## config.mk

```make
export PLATFORM = sky130hd
export DESIGN_NAME = spc_stop_mode_power_controller
export DESIGN_NICKNAME = d
export VERILOG_FILES = /design/src/spc_pkg.sv /design/src/spc_settle_timer.sv /design/src/spc_stop_mode_power_controller.sv /design/src/spc_sync3.sv
export SDC_FILE = /design/constraint.sdc
export NUM_CORES = 1
export LEC_CHECK = 0
export BUFFER_PORTS_ARGS = -buffer_cell sky130_fd_sc_hd__buf_4
export CAP_MARGIN = 10
export CORE_MARGIN = 3
export CORE_UTILIZATION = 60
export DETAILED_ROUTE_END_ITERATION = 8
export MAX_ROUTING_LAYER = met4
export PLACE_DENSITY = 0.84
export SLEW_MARGIN = 20
export SYNTH_ARGS = -nofsm -noshare
export SYNTH_HDL_FRONTEND = slang
export SYNTH_HIERARCHICAL = 1
export SYNTH_SLANG_ARGS = --single-unit
```

## constraint.sdc

```tcl
create_clock -name clock_in -period 4 [get_ports clock_in]
set_input_delay 0.4 -clock clock_in [delete_from_list [all_inputs] [get_ports clock_in]]
set_output_delay 0.4 -clock clock_in [all_outputs]
set_load 0.01 [all_outputs]
```

## src/spc_pkg.sv

```systemverilog
// Package for the stop-mode power controller: map, fields, states and carriers
`default_nettype none

package spc_pkg;

	// ----------------------------------------------------------------
	// Register map (byte addresses, 8-bit data)
	// ----------------------------------------------------------------
	localparam int ADDR_W = 8;
	localparam int DATA_W = 8;
	localparam logic [ADDR_W-1:0] ADDR_OSC_CTRL = 8'h00;
	localparam logic [ADDR_W-1:0] ADDR_PWR_CTRL = 8'h01;
	localparam logic [ADDR_W-1:0] ADDR_PERIPH_DIS = 8'h02;
	localparam logic [ADDR_W-1:0] ADDR_STATUS = 8'h03;
	localparam logic [ADDR_W-1:0] ADDR_STOP_COUNT = 8'h04;

	// ----------------------------------------------------------------
	// Field positions
	// ----------------------------------------------------------------
	localparam int OSC_WDT_RC = 0;
	localparam int OSC_SEC = 1;
	localparam int OSC_XTAL = 2;
	localparam int PWR_LVD = 0;
	localparam int PWR_AMP_CMP = 1;
	localparam int PWR_WDT_LOGIC = 2;
	localparam int PWR_TIMER_STOP = 3;
	localparam int STAT_MODE_LSB = 0;
	localparam int STAT_BO_OPT = 4;
	localparam int STAT_OSC_RDY = 5;

	// ----------------------------------------------------------------
	// Reset values
	// ----------------------------------------------------------------
	localparam logic [DATA_W-1:0] OSC_CTRL_RST = 8'h01;
	localparam logic [DATA_W-1:0] PWR_CTRL_RST = 8'h04;
	localparam logic [DATA_W-1:0] PERIPH_DIS_RST = 8'h00;
	localparam logic [DATA_W-1:0] ZERO_BYTE = 8'h00;

	// ----------------------------------------------------------------
	// Timing
	// ----------------------------------------------------------------
	localparam int CLK_PERIOD_NS = 8;
	localparam int SETTLE_MIN_NS = 2000;
	localparam int SETTLE_CYC = (SETTLE_MIN_NS + CLK_PERIOD_NS - 1) / CLK_PERIOD_NS;

	// ----------------------------------------------------------------
	// Modes and carriers
	// ----------------------------------------------------------------
	typedef enum logic [3:0] {
		MODE_NORMAL = 4'h1,
		MODE_HALT = 4'h2,
		MODE_STOP = 4'h4,
		MODE_SETTLE = 4'h8
	} spc_mode_t;

	typedef struct packed {
		logic wr;
		logic rd;
		logic [ADDR_W-1:0] addr;
		logic [DATA_W-1:0] wdata;
	} spc_bus_t;

	typedef struct packed {
		logic primary_osc_en;
		logic precision_osc_en;
		logic xtal_pin_en;
		logic sysclk_en;
		logic cpu_run;
		logic pc_advance;
	} spc_core_t;

	typedef struct packed {
		logic wdt_rc_osc_en;
		logic wdt_logic_en;
		logic sec_osc_en;
		logic stop_timer_run;
		logic timer_clk_sec;
		logic bo_prot_en;
		logic lvd_en;
		logic amp_cmp_en;
	} spc_keep_t;

endpackage

`default_nettype wire

```

## src/spc_settle_timer.sv

```systemverilog
// Oscillator settle timer: counts stable-ready cycles after a restart
`default_nettype none

module spc_settle_timer #(
	parameter int SETTLE_CYCLES = 250
) (
	input wire logic clock_in,
	input wire logic arst_n_in,
	input wire logic run_in,
	input wire logic osc_ready_in,
	output logic done_out
);

	localparam int CNT_W = $clog2(SETTLE_CYCLES + 1);
	localparam logic [CNT_W-1:0] CNT_LAST = CNT_W'(SETTLE_CYCLES - 1);
	localparam logic [CNT_W-1:0] CNT_ZERO = '0;
	localparam logic [CNT_W-1:0] CNT_ONE = CNT_W'(1);

	if (SETTLE_CYCLES < 1) begin : g_chk
		$error("spc_settle_timer: SETTLE_CYCLES must be at least 1");
	end

	logic [CNT_W-1:0] count_q;

	// ----------------------------------------------------------------
	// Count while ready; any drop of ready restarts the wait
	// ----------------------------------------------------------------
	always_ff @(posedge clock_in or negedge arst_n_in) begin
		if (!arst_n_in) begin
			count_q <= CNT_ZERO;
			done_out <= 1'b0;
		end else if (!run_in || !osc_ready_in) begin
			count_q <= CNT_ZERO;
			done_out <= 1'b0;
		end else if (count_q == CNT_LAST) begin
			done_out <= 1'b1;
		end else begin
			count_q <= count_q + CNT_ONE;
		end
	end

endmodule // spc_settle_timer

`default_nettype wire

```

## src/spc_stop_mode_power_controller.sv

```systemverilog
// Stop/halt power mode controller with register port and always-on enables
//
// Decided for this implementation: strobed register access and the register offsets.
`default_nettype none

module spc_stop_mode_power_controller
	import spc_pkg::*;
#(
	parameter int N_PERIPH = 8,
	parameter int SETTLE_CYCLES = spc_pkg::SETTLE_CYC
) (
	input wire logic clock_in,
	input wire logic arst_n_in,
	input wire logic stop_instr_in,
	input wire logic halt_instr_in,
	input wire logic wdt_timeout_in,
	input wire logic wake_pin_in,
	input wire logic osc_ready_in,
	input wire logic bo_option_in,
	input wire spc_pkg::spc_bus_t bus_in,
	output logic [spc_pkg::DATA_W-1:0] rdata_out,
	output var spc_pkg::spc_mode_t mode_out,
	output var spc_pkg::spc_core_t core_out,
	output var spc_pkg::spc_keep_t keep_out,
	output logic [N_PERIPH-1:0] periph_en_out
);

	import spc_pkg::*;

	if (N_PERIPH < 1 || N_PERIPH > DATA_W) begin : g_chk
		$error("spc: N_PERIPH must lie between 1 and the data width");
	end

	// ----------------------------------------------------------------
	// Declarations
	// ----------------------------------------------------------------
	spc_mode_t state_q;
	spc_mode_t state_d;
	logic [DATA_W-1:0] osc_ctrl_q;
	logic [DATA_W-1:0] pwr_ctrl_q;
	logic [DATA_W-1:0] periph_dis_q;
	logic [DATA_W-1:0] stop_count_q;
	logic [2:0] pins_sync;
	logic wake_s;
	logic osc_rdy_s;
	logic bo_opt_s;
	logic bo_opt_q;
	logic settle_done;
	logic wake_evt;
	logic [N_PERIPH-1:0] periph_on;
	logic [DATA_W-1:0] status_word;

	// ----------------------------------------------------------------
	// Pin inputs
	// ----------------------------------------------------------------
	spc_sync3 #(
		.WIDTH(3)
	) u_sync (
		.clock_in(clock_in),
		.arst_n_in(arst_n_in),
		.async_in({bo_option_in, osc_ready_in, wake_pin_in}),
		.sync_out(pins_sync)
	);

	assign wake_s = pins_sync[0];
	assign osc_rdy_s = pins_sync[1];
	assign bo_opt_s = pins_sync[2];
	assign wake_evt = wake_s | wdt_timeout_in;

	// Option bit is static; register it through the sync on every cycle after reset release
	always_ff @(posedge clock_in or negedge arst_n_in) begin
		if (!arst_n_in) begin
			bo_opt_q <= 1'b0;
		end else begin
			bo_opt_q <= bo_opt_s;
		end
	end

	// ----------------------------------------------------------------
	// Oscillator settle timer
	// ----------------------------------------------------------------
	spc_settle_timer #(
		.SETTLE_CYCLES(SETTLE_CYCLES)
	) u_settle (
		.clock_in(clock_in),
		.arst_n_in(arst_n_in),
		.run_in(state_q == MODE_SETTLE),
		.osc_ready_in(osc_rdy_s),
		.done_out(settle_done)
	);

	// ----------------------------------------------------------------
	// Mode sequencer
	// ----------------------------------------------------------------
	always_comb begin
		state_d = state_q;
		unique case (state_q)
			MODE_NORMAL: begin
				if (stop_instr_in) begin
					state_d = MODE_STOP;
				end else if (halt_instr_in) begin
					state_d = MODE_HALT;
				end
			end
			MODE_HALT: begin
				if (wake_evt) begin
					state_d = MODE_NORMAL;
				end
			end
			MODE_STOP: begin
				if (wake_evt) begin
					state_d = MODE_SETTLE;
				end
			end
			MODE_SETTLE: begin
				if (settle_done) begin
					state_d = MODE_NORMAL;
				end
			end
			default: begin
				state_d = MODE_NORMAL;
			end
		endcase
	end

	always_ff @(posedge clock_in or negedge arst_n_in) begin
		if (!arst_n_in) begin
			state_q <= MODE_NORMAL;
		end else begin
			state_q <= state_d;
		end
	end

	// Stop entries seen, wraps; gives software a trace of sleep activity
	always_ff @(posedge clock_in or negedge arst_n_in) begin
		if (!arst_n_in) begin
			stop_count_q <= ZERO_BYTE;
		end else if (state_q == MODE_NORMAL && state_d == MODE_STOP) begin
			stop_count_q <= stop_count_q + 8'h01;
		end
	end

	// ----------------------------------------------------------------
	// Register port
	// ----------------------------------------------------------------
	always_ff @(posedge clock_in or negedge arst_n_in) begin
		if (!arst_n_in) begin
			osc_ctrl_q <= OSC_CTRL_RST;
			pwr_ctrl_q <= PWR_CTRL_RST;
			periph_dis_q <= PERIPH_DIS_RST;
		end else if (bus_in.wr) begin
			unique case (bus_in.addr)
				ADDR_OSC_CTRL: osc_ctrl_q <= bus_in.wdata;
				ADDR_PWR_CTRL: pwr_ctrl_q <= bus_in.wdata;
				ADDR_PERIPH_DIS: periph_dis_q <= bus_in.wdata;
				default: begin
				end
			endcase
		end
	end

	always_comb begin
		status_word = ZERO_BYTE;
		status_word[STAT_MODE_LSB +: 4] = state_q;
		status_word[STAT_BO_OPT] = bo_opt_q;
		status_word[STAT_OSC_RDY] = osc_rdy_s;
	end

	// Read data stand only in the cycle after the strobe; unmapped reads zero
	always_ff @(posedge clock_in or negedge arst_n_in) begin
		if (!arst_n_in) begin
			rdata_out <= ZERO_BYTE;
		end else if (bus_in.rd) begin
			unique case (bus_in.addr)
				ADDR_OSC_CTRL: rdata_out <= osc_ctrl_q;
				ADDR_PWR_CTRL: rdata_out <= pwr_ctrl_q;
				ADDR_PERIPH_DIS: rdata_out <= periph_dis_q;
				ADDR_STATUS: rdata_out <= status_word;
				ADDR_STOP_COUNT: rdata_out <= stop_count_q;
				default: rdata_out <= ZERO_BYTE;
			endcase
		end else begin
			rdata_out <= ZERO_BYTE;
		end
	end

	// ----------------------------------------------------------------
	// Core clocking outputs (one cycle behind the mode)
	// ----------------------------------------------------------------
	always_ff @(posedge clock_in or negedge arst_n_in) begin
		if (!arst_n_in) begin
			mode_out <= MODE_NORMAL;
			core_out <= '0;
		end else begin
			mode_out <= state_q;
			// oscillators off in stop; precision back on to settle, primary only with OSC_XTAL set
			core_out.primary_osc_en <= (state_q != MODE_STOP) && osc_ctrl_q[OSC_XTAL];
			core_out.precision_osc_en <= (state_q != MODE_STOP);
			// crystal pins released to GPIO in stop
			core_out.xtal_pin_en <= (state_q != MODE_STOP) && osc_ctrl_q[OSC_XTAL];
			core_out.sysclk_en <= (state_q == MODE_NORMAL) || (state_q == MODE_HALT);
			// core and program counter frozen outside normal
			core_out.cpu_run <= (state_q == MODE_NORMAL);
			core_out.pc_advance <= (state_q == MODE_NORMAL);
		end
	end

	// ----------------------------------------------------------------
	// Always-on functions
	// ----------------------------------------------------------------
	always_ff @(posedge clock_in or negedge arst_n_in) begin
		if (!arst_n_in) begin
			keep_out <= '0;
		end else begin
			keep_out.wdt_rc_osc_en <= osc_ctrl_q[OSC_WDT_RC];
			keep_out.wdt_logic_en <= pwr_ctrl_q[PWR_WDT_LOGIC] && osc_ctrl_q[OSC_WDT_RC];
			keep_out.sec_osc_en <= osc_ctrl_q[OSC_SEC];
			// stop timer counts on the secondary oscillator
			if (state_q == MODE_STOP || state_q == MODE_SETTLE) begin
				keep_out.stop_timer_run <= pwr_ctrl_q[PWR_TIMER_STOP] && osc_ctrl_q[OSC_SEC];
				keep_out.timer_clk_sec <= 1'b1;
			end else begin
				keep_out.stop_timer_run <= 1'b1;
				keep_out.timer_clk_sec <= 1'b0;
			end
			// brown-out kept in stop only by the option bit
			keep_out.bo_prot_en <= (state_q != MODE_STOP) || bo_opt_q;
			keep_out.lvd_en <= pwr_ctrl_q[PWR_LVD];
			keep_out.amp_cmp_en <= pwr_ctrl_q[PWR_AMP_CMP];
		end
	end

	// ----------------------------------------------------------------
	// Peripheral enables
	// ----------------------------------------------------------------
	for (genvar p = 0; p < N_PERIPH; p++) begin : g_periph
		// all idle in stop and while settling
		assign periph_on[p] = !periph_dis_q[p] &&
			(state_q == MODE_NORMAL || state_q == MODE_HALT);
	end

	always_ff @(posedge clock_in or negedge arst_n_in) begin
		if (!arst_n_in) begin
			periph_en_out <= '0;
		end else begin
			periph_en_out <= periph_on;
		end
	end
endmodule // spc_stop_mode_power_controller

`default_nettype wire

```

## src/spc_sync3.sv

```systemverilog
// Three-stage synchroniser with agreement filter, one lane per bit
`default_nettype none

module spc_sync3 #(
	parameter int WIDTH = 1
) (
	input wire logic clock_in,
	input wire logic arst_n_in,
	input wire logic [WIDTH-1:0] async_in,
	output logic [WIDTH-1:0] sync_out
);

	if (WIDTH < 1) begin : g_chk
		$error("spc_sync3: WIDTH must be at least 1");
	end

	// ----------------------------------------------------------------
	// Per-bit lanes
	// ----------------------------------------------------------------
	for (genvar i = 0; i < WIDTH; i++) begin : g_lane
		logic s1_q;
		logic s2_q;
		logic s3_q;
		always_ff @(posedge clock_in or negedge arst_n_in) begin
			if (!arst_n_in) begin
				s1_q <= 1'b0;
				s2_q <= 1'b0;
				s3_q <= 1'b0;
				sync_out[i] <= 1'b0;
			end else begin
				s1_q <= async_in[i];
				s2_q <= s1_q;
				s3_q <= s2_q;
				// Only a level seen twice in a row counts
				if (s2_q == s3_q) begin
					sync_out[i] <= s3_q;
				end
			end
		end
	end

endmodule // spc_sync3

`default_nettype wire
```

==> summary.md <==
| Metric | Value |
|---|---|
| Status | completed |
| Vias in the first global route | 2348 |
| Post-synth EDFFs | 0 |
| Fmax | 514 MHz |
| Area added between synthesis and finish | 18.2% |
| Worst-Skew Late Latency | 0.36 ns |
| TritonCTS Buffers | 9 |
| Detail Route Antenna Nets | 0 |
| Area of the core | 5710 um2 |
| Worst setup SP type | input pin |
| Req. time, crit path | 4.25 ns |
| Grt ovf | 0 |
| Worst slew margin | 48.1% |
| Worst-path clk slew | 0.09 ns |
| Final period util | 48.6% |
| Post-synthesis compound-gate area fraction | 5.27% |
| #FFs+latches synth | 90 |
| Drt first pass iters | 4 |
| Period minus WS final | 1.94 ns |
| Tot GR Track Use | 22.2% |
| H-tree depth | 3 |
| Count of different cell masters after synthesis | 43 |
| IO Count | 60 |
| Setup Buffers After CTS | 0 |
| DP HPWL | 4910 um |
| Async S/R FF share, synth | 100% |
| Largest family of logic cells by synthesized area | simple AND/OR/NAND/NOR gates |
| Crit path DAT | 2.19 ns |
| WL/cell | 16.6 um |
| Initial antenna violation count | 0 |
| Fin. Hold Viols | 0 |
| Final cell count without fillers | 425 |
| Placed inst area | 4140 um2 |
| Final Cell Area | 4350 um2 |
| CTS Buffer Depth | 2 |
| Critical Path Start | bus_in[11] |
| Fill cell count | 360 |
| Setup TNS | 0 ns |
| Synth top area share | 58.5% |
| Max Cap Viol | 0 |
| Max-slew violations | 0 |
| Main synth FF type | dfrtp_1 |
| Post-synthesis mux area share | 11.7% |
| Setup crit end kind | flop |
| Util after Layout | 76.2% |
| Xor-xnor portion of the synthesized cell area | 2.38% |
| Post-Synthesis Cells | 290 |
| Final wirelength | 7050 um |
| Initial DRC count | 131 |
| Post-place setup slack | 1.69 ns |
| RSZ-0062 raised after global routing | false |
| HP Class | input pin to async pin |
| Synth Warn # | 6 |
| N_diodes | 0 |
| IO Port Bufs | 59 |
| Drt via density | 5.44 |
| Layout cell share with drive strength beyond 1 | 34.0% |
| Worst slew pin tran | 0.779 ns |
| Mapped Avg Cell Area | 12.7 um2 |
| Die area | 7110 um2 |
| Vias | 2314 |
| Hold buffer count at cts | 0 |
| Setup slack after layout | 2.06 ns |
| Leak | 0.00211 uW |
| Reg-to-Reg Start | state_q[0]$_DFF_PN1_ |
| Power per cell area | 392 nW/um2 |
| VDD IR max | 0.280 mV |
| Pin count of the biggest net entering global routing | 91 |
| Syn_nets | 319 |
| Nets | 377 |
| Sequential area share after synthesis | 61.3% |
| Initial Util | 64.5% |
| Gpl congestion | 0.820 |
| DRC Markers | 0 |
| Synthesized area | 3680 um2 |
| Row cnt | 27 |
| Post-cts resize count | 0 |
| Final-report setup violation count | 0 |
| Die Height | 84.3 um |
| Post-synthesis simple-gate area fraction | 14.8% |
| CTS tree | yes |
| Root Driver | clkbuf_8 |
| Post-Route Skew | 0.00439 ns |
| Global-route wire length before repair | 11900 um |
| Clk sinks | 90 |
| Worst Path Max Fanout | 10 |
| Critical path class | input pin to flop |
| Top post-synthesis cells by area | dfrtp_1 (58%), mux2_2 (9.5%), dfstp_2 (2.9%), nor2_1 (2.5%), mux2i_1 (2.2%) |
| Synth Area in Adders | 1.94% |
| Chip Width | 84.3 um |
| Inst Count DP | 409 |
| Leading area contributor after synthesis | dfrtp_1 |
## power breakdown
part	switching, uW	internal, uW
Combinational	53.0	48.5
Sequential	19.5	937
Clock	344	302
## flip-flops by register name, summed over array words and instances, names as in the netlist, 4 cells and up
signal	count
periph_dis_q	8
keep_out	8
stop_count_q	8
osc_ctrl_q	8
rdata_out	8
state_q	4
u_settle/count_q	8
mode_out	4
periph_en_out	8
pwr_ctrl_q	8
core_out	4
## through the flow
step | total power, uW | hold slack (ns)
5_1_grt | 1770 | 0.111
3_5_place_dp | 1080 | 0.339
3_3_place_gp | 1070 | 0.336
6_report | 1700 | 0.0743
4_1_cts | 1720 | 0.120
2_1_floorplan | 1020 | 0.104
## cell usage after synthesis, types with 2 or more instances
| master | n |
|---|---|
| dfrtp_1 | 86 |
| mux2_2 | 31 |
| nor2_1 | 25 |
| nand2_1 | 16 |
| o21ai_0 | 15 |
| a21oi_1 | 12 |
| and2_1 | 9 |
| mux2i_1 | 8 |
| nand3_1 | 8 |
| nor3_1 | 7 |
| xor2_1 | 7 |
| inv_1 | 5 |
| dfstp_2 | 4 |
| nand3b_1 | 4 |
| or3_1 | 4 |
| buf_2 | 3 |
| buf_4 | 3 |
| clkbuf_1 | 3 |
| ha_1 | 3 |
| maj3_2 | 3 |
| nor2b_1 | 3 |
| nor3b_1 | 3 |
| o21a_1 | 3 |
| xnor2_1 | 3 |
| a211oi_1 | 2 |
| nand4_1 | 2 |
| nor4b_2 | 2 |
## critical path, stage by stage
cell and delay (ns):
buf_4 0.11, or4_4 0.56, nor3_4 0.26, and4b_1 0.47, mux2_2 0.38
## final cells by class
type,instances,area (um2),share of cell area (%)
Clock buffer,9,124,2.85
Clock inverter,7,85.1,1.96
Inverter,5,18.8,0.432
Multi-Input combinational cell,183,1330,30.5
Sequential cell,90,2260,51.9
Tap cell,72,90.1,2.07
Timing Repair Buffer,59,447,10.3
## final timing paths
kind / end / slack (ns) / cells after the start
min: u_settle/count_q[6]$_DFFE_PN0P_ / 0.07 / 1
min reg2reg: u_sync/g_lane[0].s2_q$_DFF_PN0_ / 0.36 / 0
min in group clock_in: u_sync/g_lane[2].s1_q$_DFF_PN0_ / 0.14 / 1
max: pwr_ctrl_q[3]$_DFFE_PN0P_ / 2.06 / 5
max reg2reg: stop_count_q[7]$_DFFE_PN0P_ / 2.12 / 4
max in group asynchronous: periph_en_out[4]$_DFF_PN0_ / 3.38 / 1
## layer usage
layer | wire length [um] | global-route usage (%)
met2 | 3370 | 33.4
met3 | 355 | 4.81
met1 | 3220 | 29.7
met4 | 99 | 8.63
met5 | 0 | -
## cell usage in the layout (no fill, tap or decap), drive strengths merged, types with 9 or more instances in the layout
master  Yosys  final
a21oi      12     12
and2       11     11
buf         8     59
clkbuf      4      9
dfrtp      86     86
inv         5      9
mux2       31     31
nand2      16     16
nor2       25     25
o21ai      15     15
## logic make-up after synthesis
family | Yosys count
AO/OA/AOI/OAI | 35
XOR/XNOR | 10
adder cells (fa/ha/maj) | 6
multiplexers | 39
buffers and inverters | 17
AND/OR/NAND/NOR | 93
flip-flops | 90
No activity file was read; power rests on OpenSTA's default activity.
